File: src/logic/tife_params.svh
`ifndef TIFE_PARAMS_SVH
`define TIFE_PARAMS_SVH

// ****************************************
// Bus geometry
// ****************************************
`define TIFE_ADR_W 18
`define TIFE_IDX_W 16
`define TIFE_REG_W 8
`define TIFE_EVT_W 16
`define TIFE_IDX_LSB 2
`define TIFE_SEL_LOW 0

// ****************************************
// Register indices (byte address = 4 x index)
// ****************************************
`define TIFE_IDX_ENABLE_ONE 16'hfff3
`define TIFE_IDX_ENABLE_TWO 16'hfff4
`define TIFE_IDX_PENDING_ONE 16'hfff6
`define TIFE_IDX_PENDING_TWO 16'hfff7
`define TIFE_IDX_EVT_STATUS 16'hfff8
`define TIFE_IDX_EVT_MASK 16'hfff9

// ****************************************
// Reset values
// ****************************************
`define TIFE_RST_BYTE 8'h00
`define TIFE_RST_EVT 16'h0000
`define TIFE_RST_WORD 32'h0000_0000

// ****************************************
// Pending one flag positions
// ****************************************
`define TIFE_P1_TIMER_A 7
`define TIFE_P1_EXT_FOUR 5
`define TIFE_P1_EXT_THREE 4
`define TIFE_P1_AEC 2
`define TIFE_P1_EXT_ONE 1
`define TIFE_P1_EXT_ZERO 0
`define TIFE_P1_USED 8'hb7

// ****************************************
// Enable one bit positions
// ****************************************
`define TIFE_E1_TIMER_A 5
`define TIFE_E1_EXT_FOUR 4
`define TIFE_E1_EXT_THREE 3
`define TIFE_E1_AEC 2
`define TIFE_E1_EXT_ONE 1
`define TIFE_E1_EXT_ZERO 0

// ****************************************
// Pending two flag positions
// ****************************************
`define TIFE_P2_TIMER_C 7
`define TIFE_P2_TIMER_G 6
`define TIFE_P2_TIMER_FH 5
`define TIFE_P2_TIMER_FL 4
`define TIFE_P2_ADC 3
`define TIFE_P2_DIRECT 2
`define TIFE_P2_AEC 1
`define TIFE_P2_USED 8'hfe

// ****************************************
// Enable two bit positions
// ****************************************
`define TIFE_E2_TIMER_G 6
`define TIFE_E2_TIMER_FH 5
`define TIFE_E2_TIMER_FL 4
`define TIFE_E2_ADC 3
`define TIFE_E2_DIRECT 2
`define TIFE_E2_TIMER_C 1
`define TIFE_E2_AEC 0

`endif

File: src/logic/tife_pkg.sv
package tife_pkg;

	// ****************************************
	// Event strobes from same-clock logic
	// ****************************************
	typedef struct packed {
		logic timer_a_wrap;
		logic timer_c_overflow;
		logic timer_c_underflow;
		logic async_event_counter_request;
		logic direct_transition;
		logic adc_done;
		logic timer_g;
		logic timer_fh;
		logic timer_fl;
	} tife_events_type;

	// ****************************************
	// External request pins
	// ****************************************
	typedef struct packed {
		logic ext_request_four;
		logic ext_request_three;
		logic ext_request_one;
		logic ext_request_zero;
	} tife_pins_type;

	// ****************************************
	// Gated requests toward the processor
	// ****************************************
	typedef struct packed {
		logic timer_a;
		logic ext_four;
		logic ext_three;
		logic aec_one;
		logic ext_one;
		logic ext_zero;
		logic timer_c;
		logic timer_g;
		logic timer_fh;
		logic timer_fl;
		logic adc;
		logic direct;
		logic aec_two;
	} tife_req_type;

endpackage : tife_pkg

File: src/logic/tife_core.sv
// Operation
// - Timer A, four pins and the event counter set flags in pending one.
// - Pending one bit 7 sets when timer A wraps from its top value to zero.
// - Writing zero to the timer A flag clears it.
// - Enable one bit 5 passes or blocks the timer A request.
// - Transition, converter, timer G, F halves, C, counter set pending two.
// - The timer C flag sets on both overflow and underflow of timer C.
// - Writing zero to the timer C flag clears it.
// - Enable two bit 1 passes or blocks the timer C request.
`timescale 1ns/1ps
`include "tife_params.svh"

module tife_core (
	// Clock and reset
	input wire logic clk_i,
	input wire logic rst_i,
	// Wishbone slave
	input wire logic wb_cyc_i,
	input wire logic wb_stb_i,
	input wire logic wb_we_i,
	input wire logic [`TIFE_ADR_W-1:0] wb_adr_i,
	input wire logic [3:0] wb_sel_i,
	input wire logic [31:0] wb_dat_i,
	output logic [31:0] wb_dat_o,
	output logic wb_ack_o,
	// Event sources
	input wire tife_pkg::tife_events_type evt_i,
	input wire tife_pkg::tife_pins_type pins_i,
	// Requests and interrupt
	output tife_pkg::tife_req_type irq_req_o,
	output logic irq_o
);

	// ****************************************
	// Declarations
	// ****************************************
	logic ack_r;
	logic [31:0] dat_r;
	logic [31:0] rd_nxt;
	logic req_live;
	logic wr_go;
	logic [`TIFE_IDX_W-1:0] idx;
	logic hit_en1;
	logic hit_en2;
	logic hit_p1;
	logic hit_p2;
	logic hit_st;
	logic hit_mk;
	logic rd_take;
	logic sel_low;
	logic wr_en1;
	logic wr_en2;
	logic wr_p1;
	logic wr_p2;
	logic wr_st;
	logic wr_mk;
	logic [`TIFE_REG_W-1:0] en1_r;
	logic [`TIFE_REG_W-1:0] en2_r;
	logic [`TIFE_REG_W-1:0] p1;
	logic [`TIFE_REG_W-1:0] p2;
	logic [`TIFE_REG_W-1:0] set1;
	logic [`TIFE_REG_W-1:0] set2;
	logic [`TIFE_REG_W-1:0] clr1;
	logic [`TIFE_REG_W-1:0] clr2;
	logic [`TIFE_EVT_W-1:0] st_r;
	logic [`TIFE_EVT_W-1:0] st_nxt;
	logic [`TIFE_EVT_W-1:0] mk_r;
	logic [`TIFE_EVT_W-1:0] st_clr;
	logic [`TIFE_EVT_W-1:0] st_set;
	tife_pkg::tife_pins_type sync_a_r;
	tife_pkg::tife_pins_type sync_b_r;
	tife_pkg::tife_pins_type pin_prev_r;
	tife_pkg::tife_pins_type pin_rise;
	localparam logic [`TIFE_REG_W-1:0] p1_used = `TIFE_P1_USED;
	localparam logic [`TIFE_REG_W-1:0] p2_used = `TIFE_P2_USED;

	// ****************************************
	// Bus decode
	// ****************************************

	// Live request and committed write
	assign req_live = wb_cyc_i & wb_stb_i;
	assign rd_take = req_live & ~ack_r;
	assign sel_low = wb_sel_i[`TIFE_SEL_LOW];
	assign wr_go = req_live & wb_we_i & ack_r & sel_low;
	assign idx = wb_adr_i[`TIFE_ADR_W-1:`TIFE_IDX_LSB];

	// Register hits
	assign hit_en1 = (idx == `TIFE_IDX_ENABLE_ONE);
	assign hit_en2 = (idx == `TIFE_IDX_ENABLE_TWO);
	assign hit_p1 = (idx == `TIFE_IDX_PENDING_ONE);
	assign hit_p2 = (idx == `TIFE_IDX_PENDING_TWO);
	assign hit_st = (idx == `TIFE_IDX_EVT_STATUS);
	assign hit_mk = (idx == `TIFE_IDX_EVT_MASK);

	// Write strobes, only at the ack edge
	assign wr_en1 = wr_go & hit_en1;
	assign wr_en2 = wr_go & hit_en2;
	assign wr_p1 = wr_go & hit_p1;
	assign wr_p2 = wr_go & hit_p2;
	assign wr_st = wr_go & hit_st;
	assign wr_mk = wr_go & hit_mk;

	// Ack one cycle after the strobe, dropped the cycle after
	always_ff @(posedge clk_i) begin
		if (rst_i) begin
			ack_r <= 1'b0;
		end else begin
			ack_r <= rd_take;
		end
	end

	assign wb_ack_o = ack_r;

	// Read mux, unmapped reads zero
	always_comb begin
		rd_nxt = `TIFE_RST_WORD;
		if (hit_en1) begin
			rd_nxt[`TIFE_REG_W-1:0] = en1_r;
		end else if (hit_en2) begin
			rd_nxt[`TIFE_REG_W-1:0] = en2_r;
		end else if (hit_p1) begin
			rd_nxt[`TIFE_REG_W-1:0] = p1;
		end else if (hit_p2) begin
			rd_nxt[`TIFE_REG_W-1:0] = p2;
		end else if (hit_st) begin
			rd_nxt[`TIFE_EVT_W-1:0] = st_r;
		end else if (hit_mk) begin
			rd_nxt[`TIFE_EVT_W-1:0] = mk_r;
		end
	end

	// Read data captured with the ack
	always_ff @(posedge clk_i) begin
		if (rst_i) begin
			dat_r <= `TIFE_RST_WORD;
		end else if (rd_take) begin
			dat_r <= rd_nxt;
		end
	end

	assign wb_dat_o = dat_r;

	// ****************************************
	// Enable registers
	// ****************************************

	// Enable one byte, software owned
	always_ff @(posedge clk_i) begin
		if (rst_i) begin
			en1_r <= `TIFE_RST_BYTE;
		end else if (wr_en1) begin
			en1_r <= wb_dat_i[`TIFE_REG_W-1:0];
		end
	end

	// Enable two byte, software owned
	always_ff @(posedge clk_i) begin
		if (rst_i) begin
			en2_r <= `TIFE_RST_BYTE;
		end else if (wr_en2) begin
			en2_r <= wb_dat_i[`TIFE_REG_W-1:0];
		end
	end

	// ****************************************
	// External pin conditioning
	// ****************************************

	// Two-stage synchroniser
	always_ff @(posedge clk_i) begin
		if (rst_i) begin
			sync_a_r <= '0;
			sync_b_r <= '0;
		end else begin
			sync_a_r <= pins_i;
			sync_b_r <= sync_a_r;
		end
	end

	// Previous synchronised level
	// Resets low like the idle pins, so no false edge after reset
	always_ff @(posedge clk_i) begin
		if (rst_i) begin
			pin_prev_r <= '0;
		end else begin
			pin_prev_r <= sync_b_r;
		end
	end

	// Rising edges request
	assign pin_rise = sync_b_r & ~pin_prev_r;

	// ****************************************
	// Flag set sources
	// ****************************************

	// First pending register sources
	always_comb begin
		set1 = `TIFE_RST_BYTE;
		set1[`TIFE_P1_TIMER_A] = evt_i.timer_a_wrap;
		set1[`TIFE_P1_EXT_FOUR] = pin_rise.ext_request_four;
		set1[`TIFE_P1_EXT_THREE] = pin_rise.ext_request_three;
		set1[`TIFE_P1_AEC] = evt_i.async_event_counter_request;
		set1[`TIFE_P1_EXT_ONE] = pin_rise.ext_request_one;
		set1[`TIFE_P1_EXT_ZERO] = pin_rise.ext_request_zero;
	end

	// Second pending register sources
	always_comb begin
		set2 = `TIFE_RST_BYTE;
		set2[`TIFE_P2_TIMER_C] = evt_i.timer_c_overflow |
			evt_i.timer_c_underflow;
		set2[`TIFE_P2_TIMER_G] = evt_i.timer_g;
		set2[`TIFE_P2_TIMER_FH] = evt_i.timer_fh;
		set2[`TIFE_P2_TIMER_FL] = evt_i.timer_fl;
		set2[`TIFE_P2_ADC] = evt_i.adc_done;
		set2[`TIFE_P2_DIRECT] = evt_i.direct_transition;
		set2[`TIFE_P2_AEC] = evt_i.async_event_counter_request;
	end

	// Zero bits written clear flags
	assign clr1 = wr_p1 ?
		~wb_dat_i[`TIFE_REG_W-1:0] : `TIFE_RST_BYTE;
	assign clr2 = wr_p2 ?
		~wb_dat_i[`TIFE_REG_W-1:0] : `TIFE_RST_BYTE;

	// ****************************************
	// Pending flag storage
	// ****************************************

	// One sticky cell per implemented flag, empty slots read zero
	genvar gi;
	generate
		for (gi = 0; gi < `TIFE_REG_W; gi++) begin : g_one
			if (p1_used[gi]) begin : g_cell
				tife_flag_cell u_flag (
					.clk_i(clk_i),
					.rst_i(rst_i),
					.set_i(set1[gi]),
					.clr_i(clr1[gi]),
					.flag_o(p1[gi])
				);
			end else begin : g_tie
				assign p1[gi] = 1'b0;
			end
		end
	endgenerate

	// ****************************************
	// Pending two storage
	// ****************************************

	// Same cell layout for the second register
	generate
		for (gi = 0; gi < `TIFE_REG_W; gi++) begin : g_two
			if (p2_used[gi]) begin : g_cell
				tife_flag_cell u_flag (
					.clk_i(clk_i),
					.rst_i(rst_i),
					.set_i(set2[gi]),
					.clr_i(clr2[gi]),
					.flag_o(p2[gi])
				);
			end else begin : g_tie
				assign p2[gi] = 1'b0;
			end
		end
	endgenerate

	// ****************************************
	// Processor requests
	// ****************************************

	// First register, flag and enable both needed
	always_comb begin
		irq_req_o.timer_a = p1[`TIFE_P1_TIMER_A] &
			en1_r[`TIFE_E1_TIMER_A];
		irq_req_o.ext_four = p1[`TIFE_P1_EXT_FOUR] &
			en1_r[`TIFE_E1_EXT_FOUR];
		irq_req_o.ext_three = p1[`TIFE_P1_EXT_THREE] &
			en1_r[`TIFE_E1_EXT_THREE];
		irq_req_o.aec_one = p1[`TIFE_P1_AEC] &
			en1_r[`TIFE_E1_AEC];
		irq_req_o.ext_one = p1[`TIFE_P1_EXT_ONE] &
			en1_r[`TIFE_E1_EXT_ONE];
		irq_req_o.ext_zero = p1[`TIFE_P1_EXT_ZERO] &
			en1_r[`TIFE_E1_EXT_ZERO];
	end

	// Second register, flag and enable both needed
	always_comb begin
		irq_req_o.timer_c = p2[`TIFE_P2_TIMER_C] &
			en2_r[`TIFE_E2_TIMER_C];
		irq_req_o.timer_g = p2[`TIFE_P2_TIMER_G] &
			en2_r[`TIFE_E2_TIMER_G];
		irq_req_o.timer_fh = p2[`TIFE_P2_TIMER_FH] &
			en2_r[`TIFE_E2_TIMER_FH];
		irq_req_o.timer_fl = p2[`TIFE_P2_TIMER_FL] &
			en2_r[`TIFE_E2_TIMER_FL];
		irq_req_o.adc = p2[`TIFE_P2_ADC] &
			en2_r[`TIFE_E2_ADC];
		irq_req_o.direct = p2[`TIFE_P2_DIRECT] &
			en2_r[`TIFE_E2_DIRECT];
		irq_req_o.aec_two = p2[`TIFE_P2_AEC] &
			en2_r[`TIFE_E2_AEC];
	end

	// ****************************************
	// Event status and mask
	// ****************************************

	// Write one to clear status bits
	assign st_clr = wr_st ?
		wb_dat_i[`TIFE_EVT_W-1:0] : `TIFE_RST_EVT;

	// Both pending layouts side by side
	assign st_set = {set2, set1};

	// New events win over the clear
	assign st_nxt = (st_r & ~st_clr) | st_set;

	// Sticky event log
	always_ff @(posedge clk_i) begin
		if (rst_i) begin
			st_r <= `TIFE_RST_EVT;
		end else begin
			st_r <= st_nxt;
		end
	end

	// Mask register
	always_ff @(posedge clk_i) begin
		if (rst_i) begin
			mk_r <= `TIFE_RST_EVT;
		end else if (wr_mk) begin
			mk_r <= wb_dat_i[`TIFE_EVT_W-1:0];
		end
	end

	// Level interrupt while any unmasked event stands
	assign irq_o = |(st_r & mk_r);

endmodule : tife_core

File: src/logic/tife_flag_cell.sv
`timescale 1ns/1ps
`include "tife_params.svh"

module tife_flag_cell (
	// Clock and reset
	input wire logic clk_i,
	input wire logic rst_i,
	// Set and clear
	input wire logic set_i,
	input wire logic clr_i,
	// Flag state
	output logic flag_o
);

	logic flag_r;

	// Sticky flag, set beats clear
	always_ff @(posedge clk_i) begin
		if (rst_i) begin
			flag_r <= 1'b0;
		end else if (set_i) begin
			flag_r <= 1'b1;
		end else if (clr_i) begin
			flag_r <= 1'b0;
		end
	end

	assign flag_o = flag_r;

endmodule : tife_flag_cell

File: config.mk
export PLATFORM = sky130hd
export DESIGN_NAME = tife_core
export DESIGN_NICKNAME = d
export VERILOG_FILES = /design/src/logic/tife_pkg.sv /design/src/logic/tife_core.sv /design/src/logic/tife_flag_cell.sv
export VERILOG_INCLUDE_DIRS = /design/src /design/src/logic
export SDC_FILE = /design/constraint.sdc
export NUM_CORES = 1
export LEC_CHECK = 0
export BUFFER_PORTS_ARGS = -buffer_cell sky130_fd_sc_hd__buf_2
export CORE_ASPECT_RATIO = 1.2
export CORE_UTILIZATION = 50
export DETAILED_ROUTE_END_ITERATION = 8
export PLACE_DENSITY = 0.88
export SLEW_MARGIN = 40
export SYNTH_ARGS = -nofsm -noshare
export SYNTH_HDL_FRONTEND = slang
export SYNTH_SLANG_ARGS = --single-unit
File: constraint.sdc
create_clock -name clk_i -period 2.6 [get_ports clk_i]
set_clock_uncertainty 0.05 [all_clocks]
set_input_delay 0 -clock clk_i [delete_from_list [all_inputs] [get_ports clk_i]]
set_output_delay 0 -clock clk_i [all_outputs]
set_load 0.01 [all_outputs]
==> impl_metrics.tcl <==
set metrics [dict create \
    first_iter_violations 390 \
    drive_gt1_share_pct 20.9 \
    cts_tree "built" \
    worstReg2RegStart "wb_ack_o" \
    cpLargestDelayFamily "simple AND/OR/NAND/NOR gates" \
    yosysUniqueCellTypes 48 \
    ys_top_cells_by_area "dfxtp_1, a21oi_1, nand3_1" \
    die_height_um 104 \
    vias 4343 \
    wire_per_inst_um 18.1 \
    syn_area_mm2 0.00432 \
    synth_common_cells "dfxtp_1, a21oi_1, nand3_1" \
    reg2reg_depth 5 \
    syn-instance-count 498 \
    rows 36 \
    root_buffer "clkbuf_8" \
    synthArstFlopShare_pct 0 \
    clock_path_buffers 2 \
    critPathBufInv 1 \
    ys_seq_area_share_pct 41.7 \
    r2r-end "g_two[5].g_cell.u_flag.flag_o" \
    worst_pin_slew_ns 0.730 \
    period_needed_ns 1.99 \
    maxCapViolations 0 \
    yosys_warnings 0 \
    r2r_slack_ns 0.61 \
    cp-end-kind "flip-flop" \
    drc_errors 0 \
    grt_util_all_layers_pct 28.6 \
    diodes 0 \
    slew_violations 0 \
    critPathMaxFanout 32 \
    timing.fmax_ghz 0.502 \
    ir_drop_mv 0.439 \
    syn2layout_area_growth_pct 20.7 \
    leakage_nw 1.96 \
    hold_depth 2 \
    clk_pin_slew_worst_paths_ns 0.08 \
    die_x_um 86.9 \
    hold_end "pin_prev_r[3]" \
    ys.flop_type "dfxtp_1" \
    p_seq_share_pct 52.8 \
    postRouteAntennaNets 0 \
    status "complete, no violations" \
    min_from "rst_i" \
    die_area_mm2 0.00902 \
    io_buffer_count 81 \
    drt_first_pass_iters 6 \
    cts_resized 0 \
    yosysTopAreaCellShare_pct 41.7 \
    power_mw 2.73 \
    wirelength_mm 12.8 \
    post-route-period-util_pct 76.6 \
    critPathLaunchType "flip-flop" \
    worstSetupPathDepth 5 \
    antenna_found_initial 0 \
    timing_hold_violations_final 0 \
    finalSetupTns_ns 0 \
    setup_viol_count_final 0 \
    p_comb_share_pct 9.4 \
    p_clk_share_pct 37.8 \
    hp-class "primary input to flip-flop" \
    crit_type "flip-flop to flip-flop" \
    grt_pass1_vias 4092 \
    io_pins 119 \
    synth.most_common_cell "dfxtp_1" \
    max_stage_delay_ns 0.44 \
    crit_required_ns 2.79 \
    core-area_mm2 0.00824 \
    synth_top_area_cell "dfxtp_1" \
    syn_area_per_cell_um2 8.68 \
    start_util_pct 52.4 \
    grt_overflow 0 \
    dp_hpwl_mm 8.93 \
    cts_buffers 9 \
    viasPerCell 6.15 \
    slew-limit-headroom_pct 51.2 \
    htree_levels 3 \
    clock_sinks 90 \
    intPower_mw 2.09 \
    place_congestion 0.973 \
    switching_share_pct 23.4 \
    clkLatencyLatePin_ns 0.36 \
    path_cells "and4_1, nand2_1, buf_4, o31ai_1, a21oi_1" \
    cp_data_arrival_time_ns 2.18 \
    rsz0062_at_grt "false" \
    synth-edff-count 0 \
    grt_max_degree 33 \
    power.density_mw_per_mm2 522 \
    nets 659 \
    grt_pass1_wl_mm 20.1 \
    p_sw_mw 0.637 \
    ys_ff_latch 90 \
    cp_slowest_cell "and4_1" \
]
registers in the layout, summed over array words and instances, names as in the netlist, 4 cells and up:
signal	count
en1_r	8
en2_r	8
g_one.g_cell.u_flag.flag_o	6
g_two.g_cell.u_flag.flag_o	7
mk_r	16
pin_prev_r	4
st_r	16
sync_a_r	4
sync_b_r	4
wb_dat_o	16
logic make-up after synthesis:
logic type,share of synthesized area [%]
compound gates,27.2
buf+inv,8.34
flops,41.7
mux,1.56
other cells,0.0867
simple gates,21.1
what timing repair did:
action                    CTS  global route
setup buffers               0             0
hold buffers               29             0
hold endpoints to repair   57             0
cell type report:
| class | instances | area [um^2] |
|---|---|---|
| clock buffers | 14 | 153 |
| clock inverters | 2 | 60.1 |
| fillers | 689 | 3020 |
| inverters | 16 | 60.1 |
| multi-input cells | 351 | 2230 |
| flip-flops and latches | 90 | 1800 |
| well taps | 114 | 143 |
| repair buffers | 119 | 776 |
cells in the final DEF, fill, tap and decap left out, drive strengths merged, types with 10 or more instances in the layout:
master,Yosys,layout
nand2,11,11
a21oi,76,76
and2,14,14
dlygate4sd3,0,29
inv,16,16
nand2b,11,11
conb,1,16
buf,35,90
o21ai,59,59
o31ai,18,18
clkbuf,21,14
a221oi,10,10
nor2b,13,13
dfxtp,90,90
a22oi,13,13
nand3,49,49
power groups by stage:
stage               logic (mW)  registers (mW)  clock network [mW]
floorplan                0.144            1.46                   0
global placement         0.208            1.47                   0
detailed placement       0.214            1.47                   0
CTS                      0.248            1.44                1.04
global route             0.275            1.44                1.09
finish                   0.255            1.44                1.03
through the flow:
step	utilization, %	hold WS, ns	worst slack, ns	instances	cell area (um^2)
2_1_floorplan	-	0.0327	1.05	513	4380
3_3_place_gp	57.1	0.139	0.765	661	4710
3_5_place_dp	57.1	0.151	0.702	661	4710
4_1_cts	63.2	0.0479	0.672	706	5210
5_1_grt	63.3	0.0690	0.510	706	5220
6_report	63.3	0.0734	0.608	706	5220
layer usage:
metal	share of wire, %	GRT usage, %	vias up
li1	-	-	1988
met1	38	32.9	2022
met2	48	47.1	270
met3	8.2	6.35	63
met4	5.1	18.1	0
met5	0	0	-
worst max path at each step:
stage | start | endpoint | slack [ns]
6_report | wb_ack_o | g_two[5].g_cell.u_flag.flag_o | 0.61
5_1_grt | wb_ack_o | g_two[4].g_cell.u_flag.flag_o | 0.51
4_1_cts | wb_ack_o | g_two[1].g_cell.u_flag.flag_o | 0.67
3_5_place_dp | wb_ack_o | g_two[1].g_cell.u_flag.flag_o | 0.70
3_3_place_gp | wb_ack_o | g_two[6].g_cell.u_flag.flag_o | 0.77
2_1_floorplan | wb_ack_o | mk_r[0] | 1.05
(Power assumes the default switching activity.)
